[src/design/pais_defines.vh]
// Register map, field positions, reset values and timing for input select
`ifndef PAIS_DEFINES_VH
`define PAIS_DEFINES_VH
// Register offsets
`define PAIS_OFF_AMB_ENC 8'h06
`define PAIS_OFF_PROX1_SEL 8'h07
`define PAIS_OFF_PROX2_SEL 8'h08
`define PAIS_OFF_PROX3_SEL 8'h09
`define PAIS_OFF_REC_CNT 8'h0a
`define PAIS_OFF_GAIN 8'h0b
`define PAIS_OFF_MISC 8'h0c
`define PAIS_OFF_STATUS 8'h0d
// Reset values
`define PAIS_RST_AMB_ENC 8'h00
`define PAIS_RST_SEL 8'h03
`define PAIS_RST_REC_CNT 8'h70
`define PAIS_RST_GAIN 8'h00
`define PAIS_RST_MISC 8'h04
// Field positions and write masks
`define PAIS_ALIGN_BIT 4
`define PAIS_REC_LSB 4
`define PAIS_MODE_BIT 2
`define PAIS_MASK_AMB_ENC 8'h10
`define PAIS_MASK_REC_CNT 8'h70
`define PAIS_MASK_GAIN 8'h07
`define PAIS_MASK_MISC 8'h04
// Converter input codes
`define PAIS_IN_SMALL_IR 8'h00
`define PAIS_IN_VISIBLE 8'h02
`define PAIS_IN_LARGE_IR 8'h03
`define PAIS_IN_NO_PD 8'h06
`define PAIS_IN_GND 8'h25
`define PAIS_IN_TEMP 8'h65
`define PAIS_IN_VDD 8'h75
// Route codes presented to the converter front end
`define PAIS_RT_SMALL_IR 3'h0
`define PAIS_RT_LARGE_IR 3'h1
`define PAIS_RT_VISIBLE 3'h2
`define PAIS_RT_NO_PD 3'h3
`define PAIS_RT_GND 3'h4
`define PAIS_RT_TEMP 3'h5
`define PAIS_RT_VDD 3'h6
`define PAIS_RT_NONE 3'h7
// One recovery converter clock at unity gain, and system clock period
`define PAIS_REC_CLK_NS 50
`define PAIS_SYS_CLK_NS 5
`define PAIS_REC_TICK_CYC (`PAIS_REC_CLK_NS / `PAIS_SYS_CLK_NS)
`endif

[src/design/pais_input_select.v]
// Proximity converter input select, recovery timing and result alignment
// Operation
// Align bit set: report low 16 bits
// Normal mode: 0x03 large, 0x00 small IR
// Raw mode: LEDs off, no reference
// Raw mode adds visible and no-photodiode codes
// Raw mode adds ground and temperature codes
// Host negates visible minus no-photodiode
// Host subtracts ground; temperature relative only
// Channels two and three decode like one
// Normal proximity mode is reset default
// Recovery code selects 1 to 511 clocks
// Recovery clock 50 ns, scaled by gain
// Host sets recovery as complement of gain
// Gain doubles LED pulse and integration
// Mode bit: 0 raw, 1 normal
`timescale 1ns/1ps
`include "pais_defines.vh"
module pais_input_select #(
  parameter TICK_CYC = `PAIS_REC_TICK_CYC
) (
  input wire sys_clk,
  input wire srst,
  // Register port
  input wire [7:0] regAddr,
  input wire [7:0] regWrData,
  input wire regWrStb,
  input wire regRdStb,
  output reg [7:0] regRdData,
  // Sequencer side
  input wire convStart,
  input wire [1:0] convChannel,
  input wire [16:0] convRaw,
  input wire convRawValid,
  input wire ambientVisActive,
  output reg [2:0] adcRoute,
  output reg selValid,
  output reg ledEnable,
  output reg recoveryBusy,
  output reg recoveryDone,
  output reg [15:0] ambientResult,
  output reg ambientResultValid,
  output reg [2:0] integScale
);

  // ***************************************************************
  // Code decode
  // ***************************************************************

  // Map a selector code to a route; mode decides which codes are legal
  function [3:0] decodeSel;
    input [7:0] code;
    input normalMode;
    begin
      decodeSel = {1'b0, `PAIS_RT_NONE};
      case (code)
        `PAIS_IN_LARGE_IR: decodeSel = {1'b1, `PAIS_RT_LARGE_IR};
        `PAIS_IN_SMALL_IR: decodeSel = {1'b1, `PAIS_RT_SMALL_IR};
        `PAIS_IN_VISIBLE: begin
          if (!normalMode) decodeSel = {1'b1, `PAIS_RT_VISIBLE};
        end
        `PAIS_IN_NO_PD: begin
          if (!normalMode) decodeSel = {1'b1, `PAIS_RT_NO_PD};
        end
        `PAIS_IN_GND: begin
          if (!normalMode) decodeSel = {1'b1, `PAIS_RT_GND};
        end
        `PAIS_IN_TEMP: begin
          if (!normalMode) decodeSel = {1'b1, `PAIS_RT_TEMP};
        end
        `PAIS_IN_VDD: begin
          if (!normalMode) decodeSel = {1'b1, `PAIS_RT_VDD};
        end
        default: decodeSel = {1'b0, `PAIS_RT_NONE};
      endcase
    end
  endfunction

  // Recovery length in converter clocks: 2^(code+2)-1, code 0 gives 1
  // Code 0 breaks the pattern, so it is caught before the shift
  function [9:0] recClocks;
    input [2:0] code;
    begin
      if (code == 3'h0) begin
        recClocks = 10'h001;
      end else begin
        recClocks = (10'h004 << code) - 10'h001;
      end
    end
  endfunction

  // ***************************************************************
  // Registers
  // ***************************************************************

  reg [7:0] ambEnc_reg;
  reg [7:0] prox1Sel_reg;
  reg [7:0] prox2Sel_reg;
  reg [7:0] prox3Sel_reg;
  reg [7:0] recCnt_reg;
  reg [7:0] gain_reg;
  reg [7:0] misc_reg;
  reg [7:0] rdData_next;
  wire normalMode;
  wire [2:0] recCode;
  wire [2:0] gainExp;

  assign normalMode = misc_reg[`PAIS_MODE_BIT];
  assign recCode = recCnt_reg[`PAIS_REC_LSB+2:`PAIS_REC_LSB];
  assign gainExp = gain_reg[2:0];

  // Writes; reserved bits are masked so they read as zero
  // Selectors keep all eight bits: an illegal code is stored as written
  // and simply decodes as no route, so software reads back what it wrote
  always @(posedge sys_clk) begin
    if (srst) begin
      ambEnc_reg <= `PAIS_RST_AMB_ENC;
      prox1Sel_reg <= `PAIS_RST_SEL;
      prox2Sel_reg <= `PAIS_RST_SEL;
      prox3Sel_reg <= `PAIS_RST_SEL;
      recCnt_reg <= `PAIS_RST_REC_CNT;
      gain_reg <= `PAIS_RST_GAIN;
      misc_reg <= `PAIS_RST_MISC;
    end else if (regWrStb) begin
      case (regAddr)
        `PAIS_OFF_AMB_ENC: ambEnc_reg <= regWrData & `PAIS_MASK_AMB_ENC;
        `PAIS_OFF_PROX1_SEL: prox1Sel_reg <= regWrData;
        `PAIS_OFF_PROX2_SEL: prox2Sel_reg <= regWrData;
        `PAIS_OFF_PROX3_SEL: prox3Sel_reg <= regWrData;
        `PAIS_OFF_REC_CNT: recCnt_reg <= regWrData & `PAIS_MASK_REC_CNT;
        `PAIS_OFF_GAIN: gain_reg <= regWrData & `PAIS_MASK_GAIN;
        `PAIS_OFF_MISC: misc_reg <= regWrData & `PAIS_MASK_MISC;
        default: ambEnc_reg <= ambEnc_reg;
      endcase
    end
  end

  // ***************************************************************
  // Recovery sequencer
  // ***************************************************************

  localparam ST_IDLE = 2'h0;
  localparam ST_REC = 2'h1;
  localparam ST_CONV = 2'h2;

  reg [1:0] state_reg;
  reg [7:0] tick_reg;
  reg [6:0] scale_reg;
  reg [9:0] recLeft_reg;
  reg [1:0] chan_reg;
  wire [3:0] dec0;
  wire [3:0] dec1;
  wire [3:0] dec2;
  reg [3:0] decSel;
  wire tickEnd;

  // All three channels share one decoder, same mode dependence
  assign dec0 = decodeSel(prox1Sel_reg, normalMode);
  assign dec1 = decodeSel(prox2Sel_reg, normalMode);
  assign dec2 = decodeSel(prox3Sel_reg, normalMode);

  // Channel select of the pending conversion
  always @* begin
    case (chan_reg)
      2'h1: decSel = dec1;
      2'h2: decSel = dec2;
      default: decSel = dec0;
    endcase
  end

  // Base tick: one 50 ns step stretched by 2^gain
  // Tick counter is eight bits, so TICK_CYC may not exceed 256
  assign tickEnd = (tick_reg == TICK_CYC[7:0] - 8'h01) &&
    (scale_reg == 7'h00);

  // Recovery wait then conversion window; a new start during a run is
  // ignored, the sequencer never overlaps two channels
  // Gain 7 wraps the 7-bit shift to zero; the subtraction then lands on
  // all ones, which is exactly the 127 extra ticks that are wanted
  always @(posedge sys_clk) begin
    if (srst) begin
      state_reg <= ST_IDLE;
      tick_reg <= 8'h00;
      scale_reg <= 7'h00;
      recLeft_reg <= 10'h000;
      chan_reg <= 2'h0;
      recoveryBusy <= 1'b0;
      recoveryDone <= 1'b0;
    end else begin
      recoveryDone <= 1'b0;
      case (state_reg)
        ST_IDLE: begin
          if (convStart) begin
            chan_reg <= convChannel;
            recLeft_reg <= recClocks(recCode);
            tick_reg <= 8'h00;
            scale_reg <= (7'h01 << gainExp) - 7'h01;
            recoveryBusy <= 1'b1;
            state_reg <= ST_REC;
          end
        end
        ST_REC: begin
          if (tick_reg != TICK_CYC[7:0] - 8'h01) begin
            tick_reg <= tick_reg + 8'h01;
          end else begin
            tick_reg <= 8'h00;
            if (scale_reg != 7'h00) begin
              scale_reg <= scale_reg - 7'h01;
            end else begin
              scale_reg <= (7'h01 << gainExp) - 7'h01;
            end
          end
          if (tickEnd) begin
            if (recLeft_reg == 10'h001) begin
              recoveryBusy <= 1'b0;
              recoveryDone <= 1'b1;
              state_reg <= ST_CONV;
            end
            recLeft_reg <= recLeft_reg - 10'h001;
          end
        end
        ST_CONV: begin
          // Converter owns the channel until its result lands
          if (convRawValid) state_reg <= ST_IDLE;
        end
        default: state_reg <= ST_IDLE;
      endcase
    end
  end

  // ***************************************************************
  // Outputs to the converter front end
  // ***************************************************************

  // Route and LED enable held from flops; raw mode kills LED drive
  // Route follows the latched channel, not convChannel, so the front end
  // only moves between channels when a new recovery is started
  always @(posedge sys_clk) begin
    if (srst) begin
      adcRoute <= `PAIS_RT_LARGE_IR;
      selValid <= 1'b0;
      ledEnable <= 1'b0;
      integScale <= 3'h0;
    end else begin
      adcRoute <= decSel[2:0];
      selValid <= decSel[3];
      ledEnable <= normalMode && decSel[3] &&
        (state_reg == ST_CONV);
      integScale <= gainExp;
    end
  end

  // Ambient result alignment: low 16 or upper 16 of the 17-bit value
  // Only the ambient visible result is aligned here; the low alignment
  // keeps fine resolution but drops the top bit of a bright reading
  always @(posedge sys_clk) begin
    if (srst) begin
      ambientResult <= 16'h0000;
      ambientResultValid <= 1'b0;
    end else begin
      ambientResultValid <= convRawValid && ambientVisActive;
      if (convRawValid && ambientVisActive) begin
        if (ambEnc_reg[`PAIS_ALIGN_BIT]) begin
          ambientResult <= convRaw[15:0];
        end else begin
          ambientResult <= convRaw[16:1];
        end
      end
    end
  end

  // ***************************************************************
  // Read port
  // ***************************************************************

  // Read mux; unmapped offsets answer zero
  // Status is a debug view of selector legality and sequencer state
  always @* begin
    case (regAddr)
      `PAIS_OFF_AMB_ENC: rdData_next = ambEnc_reg;
      `PAIS_OFF_PROX1_SEL: rdData_next = prox1Sel_reg;
      `PAIS_OFF_PROX2_SEL: rdData_next = prox2Sel_reg;
      `PAIS_OFF_PROX3_SEL: rdData_next = prox3Sel_reg;
      `PAIS_OFF_REC_CNT: rdData_next = recCnt_reg;
      `PAIS_OFF_GAIN: rdData_next = gain_reg;
      `PAIS_OFF_MISC: rdData_next = misc_reg;
      `PAIS_OFF_STATUS: rdData_next = {3'h0, selValid, 2'h0, state_reg};
      default: rdData_next = 8'h00;
    endcase
  end

  // Read data stands one cycle after the strobe, zero otherwise
  always @(posedge sys_clk) begin
    if (srst) begin
      regRdData <= 8'h00;
    end else if (regRdStb) begin
      regRdData <= rdData_next;
    end else begin
      regRdData <= 8'h00;
    end
  end

endmodule

[config.mk]
export PLATFORM = sky130hd
export DESIGN_NAME = pais_input_select
export DESIGN_NICKNAME = d
export VERILOG_FILES = /design/src/design/pais_input_select.v
export VERILOG_INCLUDE_DIRS = /design/src /design/src/design
export SDC_FILE = /design/constraint.sdc
export NUM_CORES = 1
export LEC_CHECK = 0
export BUFFER_PORTS_ARGS = -buffer_cell sky130_fd_sc_hd__buf_2
export CAP_MARGIN = 40
export CELL_PAD_IN_SITES_DETAIL_PLACEMENT = 0
export CELL_PAD_IN_SITES_GLOBAL_PLACEMENT = 1
export CORE_MARGIN = 10
export CORE_UTILIZATION = 42
export CTS_CLUSTER_SIZE = 20
export DETAILED_ROUTE_END_ITERATION = 6
export PLACE_DENSITY_LB_ADDON = 0.25
export SLEW_MARGIN = 25
export SYNTH_ARGS = -nofsm -noshare
export SYNTH_HDL_FRONTEND = slang
export SYNTH_SLANG_ARGS = --single-unit
[constraint.sdc]
create_clock -name sys_clk -period 2.5 [get_ports sys_clk]
set_input_delay 0.5 -clock sys_clk [delete_from_list [all_inputs] [get_ports sys_clk]]
set_output_delay 0.5 -clock sys_clk [all_outputs]
set_load 0.01 [all_outputs]
**Yosys cells after proc, flatten, opt, wreduce, memory -nomap -nowiden**

Cells that the tools add are included.

- Add/subtract/negate cells: 5
- Eq/ne operators: 38
- Shift-type cells: 2
- Mux-type cells: 32
- Bitwise logic cells: 3
- Reduce and logical (&&, ||, !) cells: 27

Operator list:

| kind | number |
|---|---|
| one-hot mux 4 bit (7 select lines) | 3 |
| one-hot mux 8 bit (8 select lines) | 1 |
| == test 8 x 4 -> 1 bit (second input constant) | 7 |
| == test 8 x 2 -> 1 bit (second input constant) | 6 |
| == test 8 x 7 -> 1 bit (second input constant) | 6 |
| == test 8 x 3 -> 1 bit (second input constant) | 5 |
| 2-to-1 mux 10 bit | 3 |
| == test 8 x 6 -> 1 bit (second input constant) | 3 |
| zero test 8 bit | 3 |
| 2-to-1 mux 7 bit | 3 |
| 2-to-1 mux 4 bit | 5 |
| one-hot mux 10 bit (2 select lines) | 1 |
| subtractor 10 x 1 -> 10 bit (second input constant) | 2 |
| AND reduction 2 bit | 9 |
| 2-to-1 mux 16 bit | 1 |
| 2-to-1 mux 8 bit | 2 |
| one-hot mux 8 bit (2 select lines) | 1 |
| one-hot mux 7 bit (2 select lines) | 1 |
| subtractor 7 x 1 -> 7 bit (second input constant) | 2 |
| == test 10 x 1 -> 1 bit (second input constant) | 1 |
| inequality test 2 bit (second input constant) | 5 |
| left shift 3 x 3 -> 10 bit (first input constant) | 1 |
| adder 8 x 1 -> 8 bit (second input constant) | 1 |
| 2-to-1 mux 2 bit | 4 |
| 19 further kinds | 31 |

- Bits in registers: 96
- Input port bits: 42
- Output and inout bits: 35
- Word-level logic and storage cells: 128

**Longest topological paths before layout**

- Depth in word-level cells: 5
- Depth in mapped cells: 10
- Gate-level depth less buffers: 8

**Worst setup path after synthesis**

OpenSTA, ideal clock, no wires.

- Path type: reg2reg
- Start: register scale_reg[0]
- End: register scale_reg[1]
- Library setup time: 0.065 ns
- Data arrival time: 1.904 ns
- Data required time: 2.435 ns
- Path slack: 0.531 ns
- Stages on the path, launching flop included: 9
- Buffers on the path: 0
- Path through: dfxtp_1 -> inv_1 -> ha_1 -> or4b_4 -> o31ai_4 -> mux2_1 -> nor2_1 -> a21oi_1 -> nor2_1

- Longest elaborated chain between the ends: 4

Ends and longest elaborated chain:

| what | line | source |
|---|---|---|
| start, declared | pais_input_select.v:148 | `reg [6:0] scale_reg;` |
| start signal, assigned | pais_input_select.v:197 | `scale_reg <= (7'h01 << gainExp) - 7'h01;` |
| start signal, assigned | pais_input_select.v:208 | `scale_reg <= scale_reg - 7'h01;` |
| start signal, assigned | pais_input_select.v:210 | `scale_reg <= (7'h01 << gainExp) - 7'h01;` |
| subtractor 7 x 1 -> 7 bit / nonzero test 7 bit (equally long branches) | pais_input_select.v:208, pais_input_select.v:207 |  |
| 2-to-1 mux 7 bit * | pais_input_select.v:207 | `if (scale_reg != 7'h00) begin` |
| 2-to-1 mux 7 bit * | pais_input_select.v:203 | `if (tick_reg != TICK_CYC[7:0] - 8'h01) begin` |
| one-hot mux 7 bit (2 select lines) * | pais_input_select.v:191 | `case (state_reg)` |

Mark *: on every way between the ends. The rest lies on a longest branch, timed or not. The select of a mux whose other input is x is not followed.
A chain may end at the register's enable or synchronous reset.

**Final worst setup path**

Same ends and word-level chain as after synthesis.

==> results.py <==
metrics = {
    "outcome": {
        "outcome": "finished, final reports clean",
    },
    "clock_tree": {
        "cts_hold_buf": 0,
        "clock_path_buffers": 2,
        "clockRootBuffer": "clkbuf_16",
        "cts_resized": 0,
        "clock_latency_ns": 0.35,
        "cts_buffers": 9,
        "cts_tree": "done",
        "post_cts_buffers": 0,
        "htree_levels": 3,
        "clock_sinks": 96,
        "clk_transition_reported_paths_ns": 0.07,
    },
    "yosys": {
        "async_flop_share_pct": 0,
        "yosysSeqAreaShare_pct": 38.60,
        "syn_nets": 666,
        "synth_edf_count": 0,
        "yosys_warnings": 0,
        "ys.flop_type": "dfxtp_1",
        "synth_area_sq_um": 4979,
        "ys_seq_elements": 96,
        "syn-mean-instance-area_sq_um": 8.082,
        "syn-instance-count": 616,
        "ys_types": 70,
    },
    "layout": {
        "diodes": 0,
        "drive_gt1_share_pct": 17.60,
        "final_area_sq_um": 5757,
        "layout_common_cells": "dfxtp_1, nor2_1, buf_2",
        "final_common_cell": "dfxtp_1",
        "fin_cells": 819,
        "largest_reg_flops": 16,
        "layout.nets": 722,
        "area_growth_pct": 15.63,
    },
    "power_and_ir_drop": {
        "p_leak_nw": 2.315,
        "fin_total_pwr_w": 0.003404,
        "p_per_area_nw_per_um2": 591.4,
        "ir_drop_uv": 375.1,
    },
    "die": {
        "initial_core_util_pct": 43.23,
        "die_h_microns": 128.9,
        "die_w_microns": 128.9,
        "die_area_sq_um": 16610,
        "core_area_sq_um": 11520,
        "rows": 39,
        "ioPinCount": 77,
    },
    "critical_path": {
        "crit_type": "reg -> reg",
        "worstReg2RegStart": "scale_reg[0]",
        "regToRegSetupSlack_ns": 0.39,
        "critPathLaunchType": "flip-flop",
        "crit_start": "scale_reg[0]",
        "reg2reg_to": "scale_reg[1]",
        "worstPathRequired_ns": 2.79,
        "ff2ff_path_depth": 9,
        "end_kind": "flip-flop",
        "cp_max_fo": 8,
        "arrival_ns": 2.39,
    },
    "flow_run": {
        "maxCapViolCount": 0,
    },
    "place": {
        "io_buffers": 76,
        "gp_congestion": 0.8602,
        "placed_area_sq_um": 5460,
        "dp.cells": 804,
        "place_hpwl_microns": 10220,
    },
    "drt": {
        "drt_iter0_drc": 322,
        "totalWireLength_microns": 13730,
        "vias": 4590,
        "firstDrtPassIters": 5,
        "wl_per_cell_microns": 16.76,
        "routed_via_density": 5.604,
        "drtAntennaViolNets": 0,
        "route.detailed.drc": 0,
    },
    "global_routing": {
        "grt_pass1_wl_microns": 22430,
        "grt_max_degree": 70,
        "grt.overflow.total": 0,
        "track_usage_pct": 16.65,
        "grt_pass1_vias": 4417,
        "antenna_found_initial": 0,
    },
    "timing": {
        "max_freq_mhz": 474.5,
        "skew_ns": 0.007479,
        "setup_viol_count_final": 0,
        "fin_crit_ns": 2.108,
        "fin_crit_sh_pct": 84.31,
        "tns_ns": 0,
        "tightest_slew_ns": 0.5002,
        "hold_viol_final": 0,
        "whs_ns": 0.3830,
        "rsz0062_at_grt": "no",
        "slew_viol_final": 0,
        "relSlewSlack_pct": 66.35,
    },
    "min_path": {
        "min_to": "chan_reg[1]",
        "min-delay-path-class": "in -> reg",
        "worstHoldStart": "convChannel[1]",
        "hold_depth": 3,
    },
}
==> critical path: stages, from the launching register on <==
cell and delay, ns:
dfxtp_1 0.33, inv_1 0.07, ha_1 0.20, or4b_4 0.53, o31ai_4 0.20, buf_4 0.19
mux2_1 0.32, nor2_1 0.08, a21oi_1 0.05, nor2_1 0.07
==> cells in the mapped netlist (9+ instances only) <==
cell      count  share of area [%]
mux2i_1      32                6.4
a21oi_1      47                4.7
nand2_1      60                4.5
nor2b_1      16                2.0
dfxtp_1      96                 39
o21ai_0      22                2.2
nor3_1       19                1.9
nor2_1       95                7.2
clkbuf_1     33                2.5
nand3_1      16                1.6
nor3b_1       9                1.4
a211oi_1     18                2.7
inv_1        13               0.98
==> kinds of logic after synthesis <==
| kind of cell | count (synthesis) | synth area share (%) |
|---|---|---|
| buffers and inverters | 54 | 4.222 |
| muxes | 37 | 7.565 |
| xor gates and xnor gates | 6 | 1.056 |
| adders and majority gates | 8 | 2.011 |
| AOI/OAI and AO/OA | 149 | 19.98 |
| and+or+nand+nor | 266 | 26.57 |
| DFF | 96 | 38.60 |
==> worst max path at each step <==
stage,to,cells past startpoint,slack [ns]
finish,scale_reg[1],9,0.39
global route,recLeft_reg[1],8,0.21
CTS,recLeft_reg[9],8,0.39
detailed placement,prox2Sel_reg[0],5,0.40
global placement,prox2Sel_reg[0],5,0.43
floorplan,scale_reg[1],8,0.53
==> per-layer routing <==
metal / global-route usage [%] / part of all wire, % / up-vias
li1: - / - / 2328
met1: 20.45 / 44 / 2121
met2: 27.73 / 48 / 116
met3: 3.039 / 5.4 / 25
met4: 7.759 / 2.6 / 0
met5: 0 / 0 / -
==> area by class of cell <==
class,instances,area (sq um)
fillers,1136,5759
multi-input cells,466,2846
flip-flops and latches,96,1922
repair buffers,85,460.4
clock buffers,10,239.0
well taps,143,178.9
clock inverters,5,57.56
inverters,14,52.55
==> power by group <==
group / internal [W] / switching, W / leakage, nW
clock: 0.000795 / 0.000592 / 0.137
sequential: 0.00158 / 0.0000439 / 0.781
combinational: 0.000154 / 0.000243 / 1.40
total: 0.00253 / 0.000878 / 2.31
==> stage by stage <==
stage / setup WS, ns / util, %
6_report: 0.3923 / 49.99
4_1_cts: 0.3858 / 49.99
3_3_place_gp: 0.4323 / 47.41
2_1_floorplan: 0.5305 / -
5_1_grt: 0.2069 / 49.99
3_5_place_dp: 0.4042 / 47.41
Note: power is estimated with default switching activity, not from simulation.
